[config.mk]
export PLATFORM = sky130hd
export DESIGN_NAME = btmx_mux_control
export DESIGN_NICKNAME = d
export VERILOG_FILES = /design/src/btmx_pkg.sv /design/src/btmx_snapshot.sv /design/src/btmx_mux_control.sv
export SDC_FILE = /design/constraint.sdc
export NUM_CORES = 1
export LEC_CHECK = 0
export BUFFER_PORTS_ARGS = -buffer_cell sky130_fd_sc_hd__buf_2
export CELL_PAD_IN_SITES_DETAIL_PLACEMENT = 0
export CELL_PAD_IN_SITES_GLOBAL_PLACEMENT = 2
export CORE_UTILIZATION = 30
export DETAILED_ROUTE_END_ITERATION = 10
export MAX_ROUTING_LAYER = met4
export PLACE_DENSITY = 0.8
export REMOVE_ABC_BUFFERS = 1
export SLEW_MARGIN = 0
export SYNTH_ARGS = -nofsm -noshare
export SYNTH_HDL_FRONTEND = slang
export SYNTH_SLANG_ARGS = --single-unit
[constraint.sdc]
create_clock -name clk_sys -period 9.2 [get_ports clk_sys]
set_input_delay 1.84 -clock clk_sys [delete_from_list [all_inputs] [get_ports clk_sys]]
set_output_delay 1.84 -clock clk_sys [all_outputs]
set_load 0.02 [all_outputs]
[src/btmx_pkg.sv]
package btmx_pkg;
	// register byte addresses (16-bit registers, one per address)
	localparam logic [7:0] ROUTE_SELECT_ADDR = 8'h6e;
	localparam logic [7:0] CONTROL_ZERO_ADDR = 8'h70;
	localparam logic [7:0] BIT_SNAP_LO_ADDR = 8'h78;
	localparam logic [7:0] BIT_SNAP_HI_ADDR = 8'h7a;
	localparam logic [7:0] ERR_SNAP_LO_ADDR = 8'h7c;
	localparam logic [7:0] ERR_SNAP_HI_ADDR = 8'h7e;
	localparam logic [7:0] LOCK_STATUS_ADDR = 8'h80;
	localparam logic [15:0] ROUTE_SELECT_RESET = 16'h0000;
	localparam logic [15:0] CONTROL_ZERO_RESET = 16'h0000;
	// field layout of the route register
	localparam int RX_SEL_LSB = 0;
	localparam int TX_SEL_LSB = 8;
	localparam int SEL_WIDTH = 5;
	// writable bits: route fields, and everything but bit 12 in control
	localparam logic [15:0] ROUTE_SELECT_MASK = 16'h1f1f;
	localparam logic [15:0] CONTROL_ZERO_MASK = 16'hefff;
	localparam int RELOCK_BIT = 0;
	localparam int LATCH_BIT = 1;
	// selector codes
	localparam logic [4:0] SEL_NONE = 5'h00;
	localparam logic [4:0] SEL_LAST_PORT = 5'h1c;
	localparam logic [4:0] SEL_HR_PAYLOAD = 5'h1d;
	localparam logic [4:0] SEL_HR_ALL = 5'h1e;
	localparam logic [4:0] SEL_ILLEGAL = 5'h1f;
	localparam int NUM_PORTS = 28;
	localparam int BIT_COUNT_WIDTH = 32;
	localparam int ERR_COUNT_WIDTH = 24;
	// sync detector: matching bits needed to declare lock
	localparam logic [5:0] LOCK_RUN = 6'h20;
	localparam logic [5:0] LOCK_RUN_ZERO = 6'h00;
	localparam logic [5:0] LOCK_RUN_ONE = 6'h01;
	typedef enum logic [1:0] {RX_HUNT, RX_LOCKED} btmx_rx_state_type;
endpackage

[src/btmx_snapshot.sv]
`timescale 1ns/1ps
// holds the latched counts; read data always come out of a register
module btmx_snapshot (
	input wire logic clk_sys, // system clock
	input wire logic rst, // synchronous reset, active high
	input wire logic load, // one-cycle latch pulse
	input wire logic [31:0] bitIn, // running bit count
	input wire logic [23:0] errIn, // running error count
	output logic [31:0] bitSnap, // latched bit count
	output logic [23:0] errSnap // latched error count
);
	// capture on the latch pulse only
	always_ff @(posedge clk_sys) begin
		if (rst) begin
			bitSnap <= 32'h0000_0000;
			errSnap <= 24'h00_0000;
		end else if (load) begin
			bitSnap <= bitIn;
			errSnap <= errIn;
		end
	end
endmodule // btmx_snapshot

[src/btmx_mux_control.sv]
// The address-and-strobe port was chosen for this implementation.
`timescale 1ns/1ps
// How it works
// (RULE1) five-bit field picks tester receive source
// (RULE2) zero none, 1..28 ports, 31 illegal
// (RULE3) code 29 feeds high-rate payload only
// (RULE4) code 30 feeds all high-rate bits
// (RULE5) five-bit field picks transmit replace target
// (RULE6) code 29 replaces payload bits only
// (RULE7) code 30 replaces every high-rate bit
// (RULE8) relock bit rising edge restarts lock hunt
// (RULE9) host raises relock for a new pattern
// (RULE10) only rising edge acts; clear then set
// (RULE11) latch rising edge snapshots and clears counters
// (RULE12) host toggles latch bit per interval
// (RULE13) bit counter 32 bits, errors 24 bits
// (RULE14) edges found against previous registered bit
module btmx_mux_control (
	input wire logic clk_sys, // system clock, 25 MHz
	input wire logic rst, // synchronous reset, active high
	input wire logic [7:0] regAddr, // register byte address
	input wire logic [15:0] regWdata, // write data
	input wire logic regWr, // write strobe
	input wire logic regRd, // read strobe
	output logic [15:0] regRdata, // read data, cycle after strobe
	input wire logic [27:0] tribRxData, // tributary receive bits
	input wire logic [27:0] tribRxValid, // tributary receive strobes
	input wire logic hrRxData, // high-rate receive bit
	input wire logic hrRxValid, // high-rate receive strobe
	input wire logic hrRxOverhead, // high-rate bit is overhead
	input wire logic testRefBit, // expected pattern bit
	output logic testRxData, // bit to tester receiver
	output logic testRxValid, // tester receive strobe
	input wire logic testTxData, // generated tester bit
	input wire logic [27:0] tribTxData, // normal tributary transmit bits
	input wire logic [27:0] tribTxValid, // tributary transmit strobes
	output logic [27:0] tribTxOut, // tributary transmit after replace
	input wire logic hrTxData, // normal high-rate transmit bit
	input wire logic hrTxValid, // high-rate transmit strobe
	input wire logic hrTxOverhead, // high-rate bit is overhead
	output logic hrTxOut, // high-rate transmit after replace
	output logic testTxTake, // tester bit consumed this cycle
	output logic relockPulse, // one-cycle relock request
	output logic rxLocked // tester receiver in lock
);
	logic [15:0] routeSelect_reg;
	logic [15:0] controlZero_reg;
	logic relockPrev_reg;
	logic latchPrev_reg;
	logic latchPulse;
	logic [4:0] rxSel;
	logic [4:0] txSel;
	logic [31:0] bitCount_reg;
	logic [23:0] errCount_reg;
	logic [31:0] bitSnap;
	logic [23:0] errSnap;
	logic [5:0] lockRun_reg;
	btmx_pkg::btmx_rx_state_type rxState_reg;
	logic rxBit;
	logic rxStrobe;
	logic txStrobe;
	logic [15:0] rdNext;
	logic [4:0] txPortSel;

	// passes a tributary port selector 1..28 through unchanged, 0 for any other code
	function automatic logic [4:0] port_code(input logic [4:0] code);
		if (code != btmx_pkg::SEL_NONE && code <= btmx_pkg::SEL_LAST_PORT)
			return code;
		return btmx_pkg::SEL_NONE;
	endfunction

	function automatic logic [4:0] port_index(input logic [4:0] code);
		return 5'(code - 5'h01);
	endfunction

	assign rxSel = routeSelect_reg[btmx_pkg::RX_SEL_LSB +: btmx_pkg::SEL_WIDTH]; // see (RULE1)
	assign txSel = routeSelect_reg[btmx_pkg::TX_SEL_LSB +: btmx_pkg::SEL_WIDTH]; // see (RULE5)

	// host register writes; reserved bits stay zero
	always_ff @(posedge clk_sys) begin
		if (rst) begin
			routeSelect_reg <= btmx_pkg::ROUTE_SELECT_RESET;
			controlZero_reg <= btmx_pkg::CONTROL_ZERO_RESET;
		end else if (regWr) begin
			if (regAddr == btmx_pkg::ROUTE_SELECT_ADDR)
				routeSelect_reg <= regWdata & btmx_pkg::ROUTE_SELECT_MASK;
			if (regAddr == btmx_pkg::CONTROL_ZERO_ADDR)
				controlZero_reg <= regWdata & btmx_pkg::CONTROL_ZERO_MASK;
		end
	end

	// edge detect against the previous registered value
	always_ff @(posedge clk_sys) begin
		if (rst) begin
			relockPrev_reg <= 1'b0; // see (RULE14)
			latchPrev_reg <= 1'b0;
		end else begin
			relockPrev_reg <= controlZero_reg[btmx_pkg::RELOCK_BIT];
			latchPrev_reg <= controlZero_reg[btmx_pkg::LATCH_BIT];
		end
	end
	// a level held high never retriggers: host must clear first
	assign relockPulse = controlZero_reg[btmx_pkg::RELOCK_BIT]
		& ~relockPrev_reg; // see (RULE8) see (RULE10) see (RULE14)
	assign latchPulse = controlZero_reg[btmx_pkg::LATCH_BIT]
		& ~latchPrev_reg; // see (RULE11) see (RULE10)

	// receive source mux; illegal and none deliver nothing
	always_comb begin
		rxBit = 1'b0;
		rxStrobe = 1'b0;
		if (port_code(rxSel) != btmx_pkg::SEL_NONE) begin
			rxBit = tribRxData[port_index(rxSel)]; // see (RULE2)
			rxStrobe = tribRxValid[port_index(rxSel)];
		end else if (rxSel == btmx_pkg::SEL_HR_PAYLOAD) begin
			rxBit = hrRxData;
			rxStrobe = hrRxValid & ~hrRxOverhead; // see (RULE3)
		end else if (rxSel == btmx_pkg::SEL_HR_ALL) begin
			rxBit = hrRxData;
			rxStrobe = hrRxValid; // see (RULE4)
		end
	end

	// registered tester feed; data outputs come from flip-flops
	always_ff @(posedge clk_sys) begin
		if (rst) begin
			testRxData <= 1'b0;
			testRxValid <= 1'b0;
		end else begin
			testRxData <= rxBit;
			testRxValid <= rxStrobe;
		end
	end

	// transmit replacement; overhead kept normal in payload-only mode
	assign txPortSel = port_code(txSel);
	always_ff @(posedge clk_sys) begin
		if (rst) begin
			tribTxOut <= 28'h000_0000;
			hrTxOut <= 1'b0;
		end else begin
			for (int i = 0; i < btmx_pkg::NUM_PORTS; i++) begin
				if (txPortSel != btmx_pkg::SEL_NONE
					&& port_index(txPortSel) == 5'(i))
					tribTxOut[i] <= testTxData; // see (RULE5)
				else
					tribTxOut[i] <= tribTxData[i];
			end
			if (txSel == btmx_pkg::SEL_HR_ALL)
				hrTxOut <= testTxData; // see (RULE7)
			else if (txSel == btmx_pkg::SEL_HR_PAYLOAD && !hrTxOverhead)
				hrTxOut <= testTxData; // see (RULE6)
			else
				hrTxOut <= hrTxData;
		end
	end

	// tells the generator when its bit was used, so it advances
	always_comb begin
		txStrobe = 1'b0;
		if (txPortSel != btmx_pkg::SEL_NONE)
			txStrobe = tribTxValid[port_index(txPortSel)];
		else if (txSel == btmx_pkg::SEL_HR_ALL)
			txStrobe = hrTxValid; // see (RULE7)
		else if (txSel == btmx_pkg::SEL_HR_PAYLOAD)
			txStrobe = hrTxValid & ~hrTxOverhead; // see (RULE6)
	end
	assign testTxTake = txStrobe;

	// lock hunt: needs a run of matches; relock throws lock away
	always_ff @(posedge clk_sys) begin
		if (rst || relockPulse) begin
			rxState_reg <= btmx_pkg::RX_HUNT; // see (RULE8)
			lockRun_reg <= btmx_pkg::LOCK_RUN_ZERO;
		end else if (testRxValid) begin
			unique case (rxState_reg)
			btmx_pkg::RX_HUNT: begin
				if (testRxData != testRefBit)
					lockRun_reg <= btmx_pkg::LOCK_RUN_ZERO;
				else if (lockRun_reg
					== btmx_pkg::LOCK_RUN - btmx_pkg::LOCK_RUN_ONE)
					rxState_reg <= btmx_pkg::RX_LOCKED;
				else
					lockRun_reg <= lockRun_reg + btmx_pkg::LOCK_RUN_ONE;
			end
			btmx_pkg::RX_LOCKED: begin
				lockRun_reg <= btmx_pkg::LOCK_RUN_ZERO;
			end
			endcase
		end
	end
	assign rxLocked = (rxState_reg == btmx_pkg::RX_LOCKED);

	// running counters, cleared by the latch; latch beats a new bit
	always_ff @(posedge clk_sys) begin
		if (rst || latchPulse) begin
			bitCount_reg <= 32'h0000_0000; // see (RULE11) see (RULE13)
			errCount_reg <= 24'h00_0000;
		end else if (testRxValid && rxLocked) begin
			bitCount_reg <= bitCount_reg + 32'h0000_0001;
			if (testRxData != testRefBit)
				errCount_reg <= errCount_reg + 24'h00_0001;
		end
	end

	btmx_snapshot snapshot (
		.clk_sys(clk_sys),
		.rst(rst),
		.load(latchPulse), // see (RULE11)
		.bitIn(bitCount_reg),
		.errIn(errCount_reg),
		.bitSnap(bitSnap),
		.errSnap(errSnap)
	);

	// read decode; unmapped addresses read zero
	always_comb begin
		unique case (regAddr)
		btmx_pkg::ROUTE_SELECT_ADDR: rdNext = routeSelect_reg;
		btmx_pkg::CONTROL_ZERO_ADDR: rdNext = controlZero_reg;
		btmx_pkg::BIT_SNAP_LO_ADDR: rdNext = bitSnap[15:0];
		btmx_pkg::BIT_SNAP_HI_ADDR: rdNext = bitSnap[31:16];
		btmx_pkg::ERR_SNAP_LO_ADDR: rdNext = errSnap[15:0];
		btmx_pkg::ERR_SNAP_HI_ADDR: rdNext = {8'h00, errSnap[23:16]};
		btmx_pkg::LOCK_STATUS_ADDR: rdNext = {15'h0000, rxLocked};
		default: rdNext = 16'h0000;
		endcase
	end

	// read data stand only in the cycle after the strobe
	always_ff @(posedge clk_sys) begin
		if (rst)
			regRdata <= 16'h0000;
		else if (regRd)
			regRdata <= rdNext;
		else
			regRdata <= 16'h0000;
	end

	// checks
	property p_relock_edge;
		@(posedge clk_sys) disable iff (rst)
		(regWr && regAddr == btmx_pkg::CONTROL_ZERO_ADDR
			&& regWdata[btmx_pkg::RELOCK_BIT]
			&& !controlZero_reg[btmx_pkg::RELOCK_BIT])
			|=> relockPulse ##1 !relockPulse;
	endproperty
	a_relock_edge: assert property (p_relock_edge) // see (RULE8)
		else $error("relock edge missed");

	property p_no_retrigger;
		@(posedge clk_sys) disable iff (rst)
		relockPulse |=> !relockPulse;
	endproperty
	a_no_retrigger: assert property (p_no_retrigger) // see (RULE10)
		else $error("relock retriggered");

	property p_relock_hunt;
		@(posedge clk_sys) disable iff (rst)
		relockPulse |=> !rxLocked;
	endproperty
	a_relock_hunt: assert property (p_relock_hunt) // see (RULE8)
		else $error("lock kept after relock");

	// clear and capture must both come from the one latch edge
	property p_latch_clear;
		@(posedge clk_sys) disable iff (rst)
		latchPulse |=> bitCount_reg == 32'h0000_0000
			&& errCount_reg == 24'h00_0000
			&& bitSnap == $past(bitCount_reg)
			&& errSnap == $past(errCount_reg);
	endproperty
	a_latch_clear: assert property (p_latch_clear) // see (RULE11)
		else $error("latch failed");

	// pulse only where the control bit was low one cycle before
	property p_latch_edge;
		@(posedge clk_sys) disable iff (rst)
		latchPulse |-> controlZero_reg[btmx_pkg::LATCH_BIT]
			&& !$past(controlZero_reg[btmx_pkg::LATCH_BIT]);
	endproperty
	a_latch_edge: assert property (p_latch_edge) // see (RULE14)
		else $error("latch without edge");

	property p_rx_none;
		@(posedge clk_sys) disable iff (rst)
		(rxSel == btmx_pkg::SEL_NONE || rxSel == btmx_pkg::SEL_ILLEGAL)
			|=> !testRxValid;
	endproperty
	a_rx_none: assert property (p_rx_none) // see (RULE2)
		else $error("data with no source");

	property p_rx_payload;
		@(posedge clk_sys) disable iff (rst)
		(rxSel == btmx_pkg::SEL_HR_PAYLOAD && hrRxOverhead) |=> !testRxValid;
	endproperty
	a_rx_payload: assert property (p_rx_payload) // see (RULE3)
		else $error("overhead passed");

	property p_rx_all;
		@(posedge clk_sys) disable iff (rst)
		(rxSel == btmx_pkg::SEL_HR_ALL && hrRxValid)
			|=> testRxValid && testRxData == $past(hrRxData);
	endproperty
	a_rx_all: assert property (p_rx_all) // see (RULE4)
		else $error("high-rate bit lost");

	property p_tx_payload;
		@(posedge clk_sys) disable iff (rst)
		(txSel == btmx_pkg::SEL_HR_PAYLOAD && hrTxOverhead)
			|=> hrTxOut == $past(hrTxData);
	endproperty
	a_tx_payload: assert property (p_tx_payload) // see (RULE6)
		else $error("overhead replaced");

	property p_tx_all;
		@(posedge clk_sys) disable iff (rst)
		txSel == btmx_pkg::SEL_HR_ALL |=> hrTxOut == $past(testTxData);
	endproperty
	a_tx_all: assert property (p_tx_all) // see (RULE7)
		else $error("high-rate not replaced");
endmodule // btmx_mux_control

==> results of run 1 <==
[cell type report]
type / instances / area [sq um] / area share, %
inverters: 12 / 45.0 / 0.422
repair buffers: 203 / 1030 / 9.68
diodes: 1 / 2.50 / 0.0234
flip-flops and latches: 193 / 3860 / 36.2
clock buffers: 20 / 457 / 4.28
multi-input cells: 782 / 4690 / 44.0
clock inverters: 12 / 97.6 / 0.915
well taps: 384 / 480 / 4.50
[stage by stage]
step | power (W) | std cells
global placement | 0.000954 | 1574
global route | 0.00171 | 1607
floorplan | 0.000896 | 987
detailed placement | 0.000955 | 1574
CTS | 0.00166 | 1606
finish | 0.00164 | 1607
[critical path: cells and delay by family (launching register included)]
kind | cells | cell delay (ns)
compound gates | 3 | 1.35
simple gates | 3 | 1.11
flops | 1 | 0.58
fa+ha+maj | 1 | 0.45
buf+inv | 2 | 0.36
[cell usage after synthesis (2+ instances only)]
master	n
nand2b_1	6
xnor2_1	19
or3b_2	2
and2_1	10
a21oi_1	135
buf_2	6
nand3_1	63
dfxtp_1	193
a222oi_1	10
and3b_1	2
a21boi_0	2
clkbuf_1	48
o21ai_0	33
a32oi_1	2
a22oi_1	6
nor2_1	84
a221oi_1	3
a31oi_1	4
or2_2	2
and3_1	9
o41ai_1	3
nor2b_1	12
nand3b_1	2
nor3_1	14
mux4_2	23
a21bo_2	8
or3_1	11
buf_1	10
nor4_1	2
o211ai_1	5
and4_1	4
nand4_1	13
mux2i_1	19
inv_1	12
nand2_1	212
xor2_1	35
ha_1	12
[logic make-up (layout without fill, tap and decap cells)]
group | after synthesis | in the layout | share of synthesized area (%)
buf+inv | 78 | 247 | 3.52
simple gates | 460 | 460 | 23.8
other cells | 0 | 1 | 0
compound gates | 214 | 214 | 14.0
mux | 42 | 42 | 8.01
fa+ha+maj | 12 | 12 | 1.70
flops | 193 | 193 | 43.7
xor+xnor | 54 | 54 | 5.35
[per-layer routing]
metal | GRT usage, % | routed length [microns] | up-vias
li1 | - | - | 3967
met1 | 22.4 | 12100 | 3694
met2 | 29.6 | 12400 | 195
met3 | 3.00 | 1070 | 20
met4 | 4.90 | 318 | 0
met5 | - | 0 | -
[final timing paths]
| kind | startpoint | slack [ns] | end | cells past startpoint |
|---|---|---|---|---|
| max | routeSelect_reg[10] | 3.08 | testTxTake | 9 |
| min reg2reg | snapshot.bitSnap[22] | 0.46 | snapshot.bitSnap[22] | 2 |
| max reg2reg | routeSelect_reg[10] | 5.36 | tribTxOut[21] | 9 |
| min | snapshot.bitSnap[22] | 0.46 | snapshot.bitSnap[22] | 2 |
[where the power goes]
group / switching, W / internal (W) / leakage, nW / total [W]
clock network: 0.000338 / 0.000366 / 0.264 / 0.000704
logic: 0.0000489 / 0.0000427 / 2.12 / 0.0000916
registers: 0.00000158 / 0.000842 / 1.56 / 0.000843
==> impl_metrics.prom, run 1 <==
# TYPE chip_impl_metric gauge
chip_impl_info{name="outcome",value="complete, no violations"} 1
chip_impl_metric{name="cts-resized-gates",unit=""} 0
chip_impl_info{name="synth_ff_type",value="dfxtp_1"} 1
chip_impl_metric{name="worst_hold_slack",unit="ns"} 0.456
chip_impl_metric{name="floorplan.die.height",unit="microns"} 174
chip_impl_metric{name="irDropWorstVdd",unit="mV"} 0.125
chip_impl_metric{name="grt_overflow",unit=""} 0
chip_impl_metric{name="finalCoreUtilization",unit="%"} 37.0
chip_impl_info{name="tritoncts_clock_tree",value="done"} 1
chip_impl_metric{name="die_width",unit="microns"} 174
chip_impl_metric{name="std_cell_rows",unit=""} 62
chip_impl_metric{name="antenna_violating_nets_post_route",unit=""} 0
chip_impl_metric{name="timing.slew.headroom",unit="%"} 13.7
chip_impl_metric{name="final.fill_count",unit=""} 3038
chip_impl_metric{name="timing.critical_path.required",unit="ns"} 7.36
chip_impl_metric{name="clock-skew-final",unit="ns"} 0.0146
chip_impl_metric{name="report.final.hold_viol_count",unit=""} 0
chip_impl_metric{name="gp_congestion",unit=""} 0.824
chip_impl_metric{name="area_delta_synth_final",unit="%"} 20.7
chip_impl_metric{name="grt_pass1_wl",unit="microns"} 41400
chip_impl_metric{name="grt_pass1_vias",unit=""} 7608
chip_impl_metric{name="route.detailed.wl_per_inst",unit="microns"} 16.1
chip_impl_metric{name="routed_wire_length",unit="microns"} 25800
chip_impl_info{name="critical_path.cell_chain",value="nand3_1, nand2_2, ha_1, inv_1, o41ai_1, nor2b_1, a32oi_1, o221ai_1, buf_2"} 1
chip_impl_metric{name="clkLatencyLatePin",unit="ns"} 0.43
chip_impl_metric{name="finalWorstPathRequiredPeriod",unit="ns"} 6.12
chip_impl_metric{name="layout-drive-gt1-share",unit="%"} 22.8
chip_impl_info{name="post-synth-top-area-cell",value="dfxtp_1"} 1
chip_impl_metric{name="synth.ff_latch_count",unit=""} 193
chip_impl_metric{name="grt_start_max_net_pins",unit=""} 79
chip_impl_metric{name="worst_setup_hold_path_clk_slew",unit="ns"} 0.08
chip_impl_metric{name="detailedPlacementHpwl",unit="microns"} 18600
chip_impl_metric{name="report.final.setup_viol",unit=""} 0
chip_impl_info{name="cts_root_buffer",value="clkbuf_16"} 1
chip_impl_metric{name="htree_levels",unit=""} 4
chip_impl_metric{name="worst-slew-pin-transition",unit="ns"} 1.28
chip_impl_metric{name="cts_setup_buffers",unit=""} 0
chip_impl_info{name="rsz0062_at_grt",value="no"} 1
chip_impl_metric{name="io_buffers",unit=""} 197
chip_impl_metric{name="first_iter_violations",unit=""} 435
chip_impl_metric{name="achievable-frequency",unit="MHz"} 163
chip_impl_info{name="layout.cells.most_common",value="nand2_1"} 1
chip_impl_metric{name="postLayoutCellArea",unit="sq mm"} 0.0107
chip_impl_metric{name="clk_path_buf_depth",unit=""} 2
chip_impl_metric{name="synth-edff-count",unit=""} 0
chip_impl_metric{name="drt-vias-per-instance",unit=""} 4.90
chip_impl_metric{name="setup-tns-final",unit="ns"} 0
chip_impl_metric{name="final_nets",unit=""} 1369
chip_impl_metric{name="grt_use_total",unit="%"} 17.9
chip_impl_info{name="layout.cells.most_common_list",value="212 x nand2_1, 196 x buf_2, 193 x dfxtp_1"} 1
chip_impl_metric{name="detailroute.via_count",unit=""} 7876
chip_impl_metric{name="path_max_fanout",unit=""} 13
chip_impl_info{name="holdCritPathClass",value="reg2reg"} 1
chip_impl_metric{name="pin_count",unit=""} 198
chip_impl_metric{name="postSynthCellCount",unit=""} 1053
chip_impl_metric{name="worst_ep_arrival_time",unit="ns"} 4.28
chip_impl_metric{name="holdBufCountCts",unit=""} 0
chip_impl_metric{name="netlist_area",unit="sq mm"} 0.00884
chip_impl_metric{name="critical_path.max_stage_delay",unit="ns"} 1.13
chip_impl_metric{name="synth_seq_area_share",unit="%"} 43.7
chip_impl_metric{name="place_area",unit="sq mm"} 0.0101
chip_impl_metric{name="grt_antenna_before_repair",unit=""} 1
chip_impl_metric{name="async_reset_ff_share",unit="%"} 0
chip_impl_metric{name="drc",unit=""} 0
chip_impl_metric{name="final.period_utilization",unit="%"} 66.5
chip_impl_metric{name="drv.max_cap_violation_count",unit=""} 0
chip_impl_metric{name="netlist.area_leader.share",unit="%"} 43.7
chip_impl_metric{name="dpl_worst_slack",unit="ns"} 3.62
chip_impl_metric{name="tritoncts.num_buffers",unit=""} 17
chip_impl_metric{name="clkSinkCount",unit=""} 193
chip_impl_metric{name="floorplan.die_area",unit="sq mm"} 0.0302
chip_impl_info{name="critical_path_cell_with_the_highest_stage_delay",value="o41ai_1"} 1
chip_impl_info{name="start_kind",value="flip-flop"} 1
chip_impl_metric{name="yosys.cell_types.count",unit=""} 54
chip_impl_metric{name="setup_slack",unit="ns"} 3.08
chip_impl_info{name="crit_type",value="reg2out"} 1
chip_impl_metric{name="start_util",unit="%"} 30.6
chip_impl_metric{name="syn-mean-instance-area",unit="sq um"} 8.40
chip_impl_info{name="critical_path.endpoint_type",value="output pin"} 1
chip_impl_info{name="synth_area_leaders",value="dfxtp_1 44%, nand2_1 9.0%, a21oi_1 7.6%"} 1
chip_impl_metric{name="power_density",unit="mW/mm^2"} 154
chip_impl_metric{name="core_area",unit="sq mm"} 0.0289
chip_impl_metric{name="power.static_leakage",unit="nW"} 3.94
chip_impl_metric{name="slew_violations",unit=""} 0
chip_impl_metric{name="detail_route.first_pass.iterations",unit=""} 5
chip_impl_metric{name="synth.yosys.warnings",unit=""} 0
Power figures use the tool's default switching activity.
==> run 2, diff against run 1 <==
--- a/config.mk
+++ b/config.mk
@@ -5,10 +5,11 @@
 export SDC_FILE = /design/constraint.sdc
 export NUM_CORES = 1
 export LEC_CHECK = 0
+export ABC_AREA = 1
 export BUFFER_PORTS_ARGS = -buffer_cell sky130_fd_sc_hd__buf_2
 export CELL_PAD_IN_SITES_DETAIL_PLACEMENT = 0
 export CELL_PAD_IN_SITES_GLOBAL_PLACEMENT = 2
-export CORE_UTILIZATION = 30
+export CORE_UTILIZATION = 27
 export DETAILED_ROUTE_END_ITERATION = 10
 export MAX_ROUTING_LAYER = met4
 export PLACE_DENSITY = 0.8
==> constraint.sdc (replaced) <==
create_clock -name clk_sys -period 5.2 [get_ports clk_sys]
set_input_delay 1.04 -clock clk_sys [delete_from_list [all_inputs] [get_ports clk_sys]]
set_output_delay 1.04 -clock clk_sys [all_outputs]
set_load 0.02 [all_outputs]
==> run 2 against run 1 <==
Compared with the run above: non-clock buffer count increased by 1; sequential power rose by 77%; power rose by 89%; critical endpoint unchanged; highest routed layer unchanged.
==> impl_metrics.prom, run 2 <==
# TYPE chip_impl_metric gauge
chip_impl_info{name="outcome",value="complete, no violations"} 1
chip_impl_metric{name="grt_pass1_vias",unit=""} 9068
chip_impl_metric{name="async_reset_ff_share",unit="%"} 0
chip_impl_metric{name="detailroute.via_count",unit=""} 9499
chip_impl_metric{name="setup-tns-final",unit="ns"} 0
chip_impl_metric{name="worst_setup_hold_path_clk_slew",unit="ns"} 0.07
chip_impl_metric{name="clk_path_buf_depth",unit=""} 2
chip_impl_metric{name="netlist_area",unit="sq mm"} 0.00945
chip_impl_info{name="holdCritPathClass",value="reg2reg"} 1
chip_impl_info{name="critical_path_cell_with_the_highest_stage_delay",value="ha_1"} 1
chip_impl_metric{name="syn-mean-instance-area",unit="sq um"} 6.91
chip_impl_metric{name="detailedPlacementHpwl",unit="microns"} 23500
chip_impl_metric{name="power_density",unit="mW/mm^2"} 271
chip_impl_metric{name="number_of_buffer_and_inverter_instances_along_the_worst_setup_path",unit=""} 3
chip_impl_metric{name="final_nets",unit=""} 1691
chip_impl_metric{name="floorplan.die_area",unit="sq mm"} 0.0357
chip_impl_metric{name="holdBufCountCts",unit=""} 0
chip_impl_metric{name="first_iter_violations",unit=""} 532
chip_impl_metric{name="finalNonFillerCells",unit=""} 2000
chip_impl_metric{name="report.final.setup_viol",unit=""} 0
chip_impl_metric{name="std_cell_rows",unit=""} 68
chip_impl_info{name="grt_busiest_layer",value="met2"} 1
chip_impl_metric{name="netlist.area_leader.share",unit="%"} 40.9
chip_impl_metric{name="cts_setup_buffers",unit=""} 0
chip_impl_metric{name="io_buffers",unit=""} 197
chip_impl_metric{name="finalWorstPathRequiredPeriod",unit="ns"} 4.52
chip_impl_metric{name="clkSinkCount",unit=""} 193
chip_impl_info{name="synth_common_cells",value="232 x nand2_1, 200 x nor2_1, 193 x dfxtp_1"} 1
chip_impl_info{name="layout.cells.most_common",value="nand2_1"} 1
chip_impl_metric{name="cts-resized-gates",unit=""} 0
chip_impl_metric{name="drt-vias-per-instance",unit=""} 4.75
chip_impl_metric{name="global_route.usage.met1",unit="%"} 24.7
chip_impl_metric{name="gp_congestion",unit=""} 0.849
chip_impl_metric{name="path_max_fanout",unit=""} 19
chip_impl_metric{name="layout-drive-gt1-share",unit="%"} 17.3
chip_impl_metric{name="power.static_leakage",unit="nW"} 4.70
chip_impl_info{name="synth_area_leaders",value="dfxtp_1 41%, nand2_1 9.2%, nor2_1 7.9%"} 1
chip_impl_metric{name="grt_overflow",unit=""} 0
chip_impl_metric{name="pin_count",unit=""} 198
chip_impl_metric{name="global_routing_usage_on_met3",unit="%"} 2.91
chip_impl_metric{name="synth_seq_area_share",unit="%"} 40.9
chip_impl_info{name="post-synth-top-area-cell",value="dfxtp_1"} 1
chip_impl_info{name="critical_path.cell_chain",value="nor2_1, nand3_1, nand3_2, inv_1, ha_1, inv_1, nand3_1, nand2_1, nand2_1, nand2_1, o21ai_0, nand3_1, buf_2"} 1
chip_impl_metric{name="postSynthCellCount",unit=""} 1366
chip_impl_info{name="rsz0062_at_grt",value="no"} 1
chip_impl_metric{name="floorplan.die.height",unit="microns"} 189
chip_impl_info{name="layout.cells.most_common_list",value="232 x nand2_1, 199 x nor2_1, 197 x buf_2"} 1
chip_impl_metric{name="detail_route.first_pass.iterations",unit=""} 5
chip_impl_metric{name="antenna_violating_nets_post_route",unit=""} 0
chip_impl_metric{name="start_util",unit="%"} 27.4
chip_impl_info{name="critPathTopFamily",value="simple AND/OR/NAND/NOR gates"} 1
chip_impl_metric{name="drv.max_cap_violation_count",unit=""} 0
chip_impl_metric{name="grt_start_max_net_pins",unit=""} 91
chip_impl_metric{name="routed_wire_length",unit="microns"} 31600
chip_impl_metric{name="synth-edff-count",unit=""} 0
chip_impl_info{name="crit_type",value="reg2out"} 1
chip_impl_info{name="cts_root_buffer",value="clkbuf_16"} 1
chip_impl_info{name="synthMostInstantiatedCell",value="nand2_1"} 1
chip_impl_metric{name="area_delta_synth_final",unit="%"} 20.8
chip_impl_metric{name="htree_levels",unit=""} 4
chip_impl_metric{name="synth.yosys.warnings",unit=""} 0
chip_impl_metric{name="totalPowerFinal",unit="W"} 0.00309
chip_impl_info{name="tritoncts_clock_tree",value="done"} 1
chip_impl_metric{name="report.final.hold_viol_count",unit=""} 0
chip_impl_metric{name="irDropWorstVdd",unit="mV"} 0.227
chip_impl_metric{name="worst-slew-pin-transition",unit="ns"} 1.06
chip_impl_metric{name="worst_ep_arrival_time",unit="ns"} 3.48
chip_impl_metric{name="final.period_utilization",unit="%"} 86.9
chip_impl_metric{name="grt_pass1_wl",unit="microns"} 49700
chip_impl_metric{name="clkLatencyLatePin",unit="ns"} 0.44
chip_impl_metric{name="slew_violations",unit=""} 0
chip_impl_metric{name="route.detailed.wl_per_inst",unit="microns"} 15.8
chip_impl_metric{name="grt.met2_usage",unit="%"} 28.5
chip_impl_metric{name="drc",unit=""} 0
chip_impl_metric{name="grt_use_total",unit="%"} 18.3
chip_impl_metric{name="tritoncts.num_buffers",unit=""} 17
chip_impl_metric{name="grt_antenna_before_repair",unit=""} 0
chip_impl_info{name="start_kind",value="flip-flop"} 1
chip_impl_metric{name="achievable-frequency",unit="MHz"} 221
chip_impl_metric{name="timing.slew.headroom",unit="%"} 29.5
chip_impl_metric{name="yosys.cell_types.count",unit=""} 48
chip_impl_info{name="synth_ff_type",value="dfxtp_1"} 1
chip_impl_metric{name="place_inst",unit=""} 1967
chip_impl_metric{name="clock-skew-final",unit="ns"} 0.0113
chip_impl_metric{name="synth.ff_latch_count",unit=""} 193
chip_impl_metric{name="core_area",unit="sq mm"} 0.0345
chip_impl_info{name="critical_path.endpoint_type",value="output pin"} 1
chip_impl_metric{name="timing.critical_path.required",unit="ns"} 4.16
chip_impl_metric{name="die_width",unit="microns"} 189
chip_impl_metric{name="critical_path.max_stage_delay",unit="ns"} 0.51
[run 2: changes by cell type in the layout (fill, tap and decap cells not counted), sizes merged, moves of 15 or more]
| cell | before | now |
|---|---|---|
| inv | 17 | 151 |
| mux2i | 19 | 0 |
| mux4 | 23 | 0 |
| nand2 | 213 | 235 |
| nor2 | 84 | 207 |
| nor3 | 15 | 30 |
| o21ai | 34 | 152 |
| xor2 | 35 | 14 |
[run 2: worst paths after layout]
kind                                          from                  to  slack, ns  depth (start not counted)
worst max-delay path            routeSelect_reg[8]          testTxTake       0.68                         13
worst min-delay path            controlZero_reg[7]  controlZero_reg[7]       0.45                          2
worst max register to register  routeSelect_reg[8]       tribTxOut[25]       2.09                         12
worst min register to register  controlZero_reg[7]  controlZero_reg[7]       0.45                          2
[run 2: power breakdown]
group | total (W) | switching [W] | internal (W)
clock network | 0.00142 | 0.000648 | 0.000777
registers | 0.00149 | 0.00000402 | 0.00149
logic | 0.000172 | 0.000102 | 0.0000696
total | 0.00309 | 0.000754 | 0.00234
[run 2: final cells by class]
type,count,area [sq um]
multi-input cells,967,4760
clock inverters,14,194
fillers,3856,23000
clock buffers,18,429
flip-flops and latches,193,3860
well taps,455,569
inverters,148,557
repair buffers,204,1040
diodes,1,2.50
[run 2: kinds of logic after synthesis]
logic type,after synthesis,synth area share [%]
XOR/XNOR,24,2.23
AO/OA/AOI/OAI,340,19.4
buffers and inverters,206,8.80
adder cells (fa/ha/maj),12,1.59
flip-flops,193,40.9
AND/OR/NAND/NOR,591,27.1
[run 2: per-stage QoR]
stage                     setup WS, ns  util, %  cell area [sq um]  hold slack, ns
after CTS                        0.691     33.1              11400           0.454
after global placement            1.30     31.3              10800           0.437
after detailed placement          1.17     31.3              10800           0.441
final                            0.679     33.1              11400           0.448
after global routing             0.257     33.1              11400           0.469
after floorplan                  0.758        -               9170           0.422
[run 2: tightest hold or removal path, stage by stage (launching register included)]
cell and delay (ns):
dfxtp_1 0.30, inv_1 0.05, a21oi_1 0.05
[run 2: per-layer routing]
layer / part of all wire [%] / vias up
met5: 0 / -
met2: 44 / 234
met1: 49 / 4396
li1: - / 4847
met4: 1.1 / 0
met3: 5.5 / 22
==> run 3, diff against run 2 <==
--- a/config.mk
+++ b/config.mk
@@ -9,10 +9,12 @@
 export BUFFER_PORTS_ARGS = -buffer_cell sky130_fd_sc_hd__buf_2
 export CELL_PAD_IN_SITES_DETAIL_PLACEMENT = 0
 export CELL_PAD_IN_SITES_GLOBAL_PLACEMENT = 2
+export CORE_MARGIN = 2
 export CORE_UTILIZATION = 27
 export DETAILED_ROUTE_END_ITERATION = 10
 export MAX_ROUTING_LAYER = met4
 export PLACE_DENSITY = 0.8
+export RECOVER_POWER = 25
 export REMOVE_ABC_BUFFERS = 1
 export SLEW_MARGIN = 0
 export SYNTH_ARGS = -nofsm -noshare
==> run 3 against run 2 <==
Compared with the run above: the run now ends with capacitance limit, slew limit left; first-iteration DRC count grew 3.4%; combinational power hardly changed; utilization shrank 0.19 points; sequential share of layout area rose by 0.19 points; highest routed layer unchanged.
==> impl_metrics.prom, run 3 (synthesis results as in run 2) <==
# TYPE chip_impl_metric gauge
chip_impl_info{name="layout.cells.most_common",value="nand2_1"} 1
chip_impl_info{name="holdCritPathClass",value="reg2reg"} 1
chip_impl_metric{name="report.final.hold_viol_count",unit=""} 0
chip_impl_metric{name="detail_route.first_pass.iterations",unit=""} 4
chip_impl_metric{name="floorplan.die.height",unit="microns"} 191
chip_impl_metric{name="clk_path_buf_depth",unit=""} 2
chip_impl_metric{name="slew_violations",unit=""} 91
chip_impl_info{name="critical_path_cell_with_the_highest_stage_delay",value="dfxtp_1"} 1
chip_impl_metric{name="layout-drive-gt1-share",unit="%"} 14.0
chip_impl_metric{name="clkLatencyLatePin",unit="ns"} 0.45
chip_impl_metric{name="floorplan.die_area",unit="sq mm"} 0.0365
chip_impl_metric{name="drc",unit=""} 0
chip_impl_info{name="layout.cells.most_common_list",value="232 x nand2_1, 199 x nor2_1, 193 x dfxtp_1"} 1
chip_impl_metric{name="area_delta_synth_final",unit="%"} 20.1
chip_impl_info{name="violated_checks",value="capacitance limit, slew limit"} 1
chip_impl_metric{name="cts-resized-gates",unit=""} 0
chip_impl_metric{name="detailroute.via_count",unit=""} 9524
chip_impl_metric{name="worst_hold_slack",unit="ns"} 0.450
chip_impl_metric{name="antenna_violating_nets_post_route",unit=""} 0
chip_impl_metric{name="first_iter_violations",unit=""} 550
chip_impl_metric{name="holdBufCountCts",unit=""} 0
chip_impl_metric{name="achievable-frequency",unit="MHz"} 222
chip_impl_metric{name="report.final.setup_viol",unit=""} 0
chip_impl_metric{name="worst_setup_hold_path_clk_slew",unit="ns"} 0.08
chip_impl_metric{name="htree_levels",unit=""} 4
chip_impl_metric{name="totalPowerFinal",unit="W"} 0.00309
chip_impl_metric{name="route.detailed.wl_per_inst",unit="microns"} 16.0
chip_impl_info{name="cts_root_buffer",value="clkbuf_16"} 1
chip_impl_info{name="critical_path.endpoint_type",value="output pin"} 1
chip_impl_info{name="start_kind",value="flip-flop"} 1
chip_impl_metric{name="finalWorstPathRequiredPeriod",unit="ns"} 4.51
chip_impl_metric{name="number_of_buffer_and_inverter_instances_along_the_worst_setup_path",unit=""} 3
chip_impl_info{name="critPathTopFamily",value="simple AND/OR/NAND/NOR gates"} 1
chip_impl_info{name="critical_path.cell_chain",value="nor2_1, nand3_1, nand3_2, ha_1, inv_1, nand2_1, nand2_2, inv_2, nor2_2, nand2_1, nand3_1, nand2_1, nand3_1, buf_2"} 1
chip_impl_metric{name="grt_antenna_before_repair",unit=""} 1
chip_impl_info{name="tritoncts_clock_tree",value="done"} 1
chip_impl_metric{name="drv.max_cap_violation_count",unit=""} 2
chip_impl_metric{name="tritoncts.num_buffers",unit=""} 17
chip_impl_metric{name="routed_wire_length",unit="microns"} 32100
chip_impl_metric{name="power_density",unit="mW/mm^2"} 272
chip_impl_metric{name="std_cell_rows",unit=""} 68
chip_impl_metric{name="drt-vias-per-instance",unit=""} 4.76
chip_impl_metric{name="finalCoreUtilization",unit="%"} 32.9
chip_impl_metric{name="final_nets",unit=""} 1691
chip_impl_metric{name="grt_pass1_vias",unit=""} 9011
chip_impl_metric{name="gp_congestion",unit=""} 0.829
chip_impl_info{name="outcome",value="finished with violations"} 1
chip_impl_metric{name="clkSinkCount",unit=""} 193
chip_impl_metric{name="grt_pass1_wl",unit="microns"} 49500
chip_impl_metric{name="final.period_utilization",unit="%"} 86.8
chip_impl_metric{name="start_util",unit="%"} 27.4
chip_impl_metric{name="worst-slew-pin-transition",unit="ns"} 1.65
chip_impl_metric{name="setup-tns-final",unit="ns"} 0
chip_impl_metric{name="io_buffers",unit=""} 197
chip_impl_metric{name="core_area",unit="sq mm"} 0.0345
chip_impl_metric{name="critical_path.max_stage_delay",unit="ns"} 0.54
chip_impl_metric{name="clock-skew-final",unit="ns"} 0.0186
chip_impl_info{name="crit_type",value="reg2out"} 1
chip_impl_metric{name="timing.slew.headroom",unit="%"} -10.1
chip_impl_metric{name="grt_start_max_net_pins",unit=""} 91
chip_impl_metric{name="worst_ep_arrival_time",unit="ns"} 3.47
chip_impl_metric{name="grt_use_total",unit="%"} 17.9
chip_impl_metric{name="irDropWorstVdd",unit="mV"} 0.235
chip_impl_metric{name="grt_overflow",unit=""} 0
chip_impl_metric{name="timing.critical_path.required",unit="ns"} 4.16
chip_impl_metric{name="cts_setup_buffers",unit=""} 0
chip_impl_info{name="rsz0062_at_grt",value="no"} 1
chip_impl_metric{name="path_max_fanout",unit=""} 19
chip_impl_metric{name="detailedPlacementHpwl",unit="microns"} 23800
chip_impl_metric{name="power.static_leakage",unit="nW"} 4.51
chip_impl_metric{name="die_width",unit="microns"} 191
chip_impl_metric{name="pin_count",unit=""} 198
-- run 3: worst paths after layout --
| kind | start | endpoint | slack, ns | depth (start not counted) |
|---|---|---|---|---|
| max | routeSelect_reg[8] | testTxTake | 0.69 | 14 |
| min reg2reg | controlZero_reg[7] | controlZero_reg[7] | 0.45 | 2 |
| min | controlZero_reg[7] | controlZero_reg[7] | 0.45 | 2 |
| max reg2reg | routeSelect_reg[8] | tribTxOut[25] | 2.05 | 12 |
-- run 3: final cells by class --
cell class / instances / area, sq um
clock inverters: 12 / 169
inverters: 148 / 557
well taps: 455 / 569
diodes: 1 / 2.50
clock buffers: 20 / 457
multi-input cells: 967 / 4760
repair buffers: 204 / 971
flip-flops and latches: 193 / 3860
fillers: 3879 / 23100
-- run 3: metrics by stage --
| stage | std cells | area, sq um | setup slack (ns) |
|---|---|---|---|
| 3_5_place_dp | 1967 | 10800 | 1.19 |
| 4_1_cts | 1999 | 11400 | 0.691 |
| 5_1_grt | 2000 | 11300 | 0.353 |
| 6_report | 2000 | 11300 | 0.687 |
| 3_3_place_gp | 1967 | 10800 | 1.28 |
| 2_1_floorplan | 1308 | 9170 | 0.758 |
-- run 3: worst reg2reg max path: stages (launching register included) --
cell and delay, ns:
dfxtp_1 0.54, nor2_1 0.13, nand3_1 0.32, nand3_2 0.39
ha_1 0.39, inv_1 0.06, nand2_1 0.06, nand2_2 0.11
inv_2 0.06, nor2_2 0.42, nand3_1 0.25, a21oi_1 0.20
nor2_1 0.05
-- run 3: layer usage --
layer  vias up  wire, microns  GRT usage (%)
met4         0            348           4.29
met3        24           1520           2.79
met5         -              0              -
met2       210          14200           27.6
li1       4850              -              -
met1      4440          16000           24.4
-- run 3: where the power goes --
part / total (W) / switching (W) / internal (W)
combinational: 0.000169 / 0.000103 / 0.0000662
clock: 0.00143 / 0.000628 / 0.000797
sequential: 0.00149 / 0.00000452 / 0.00149
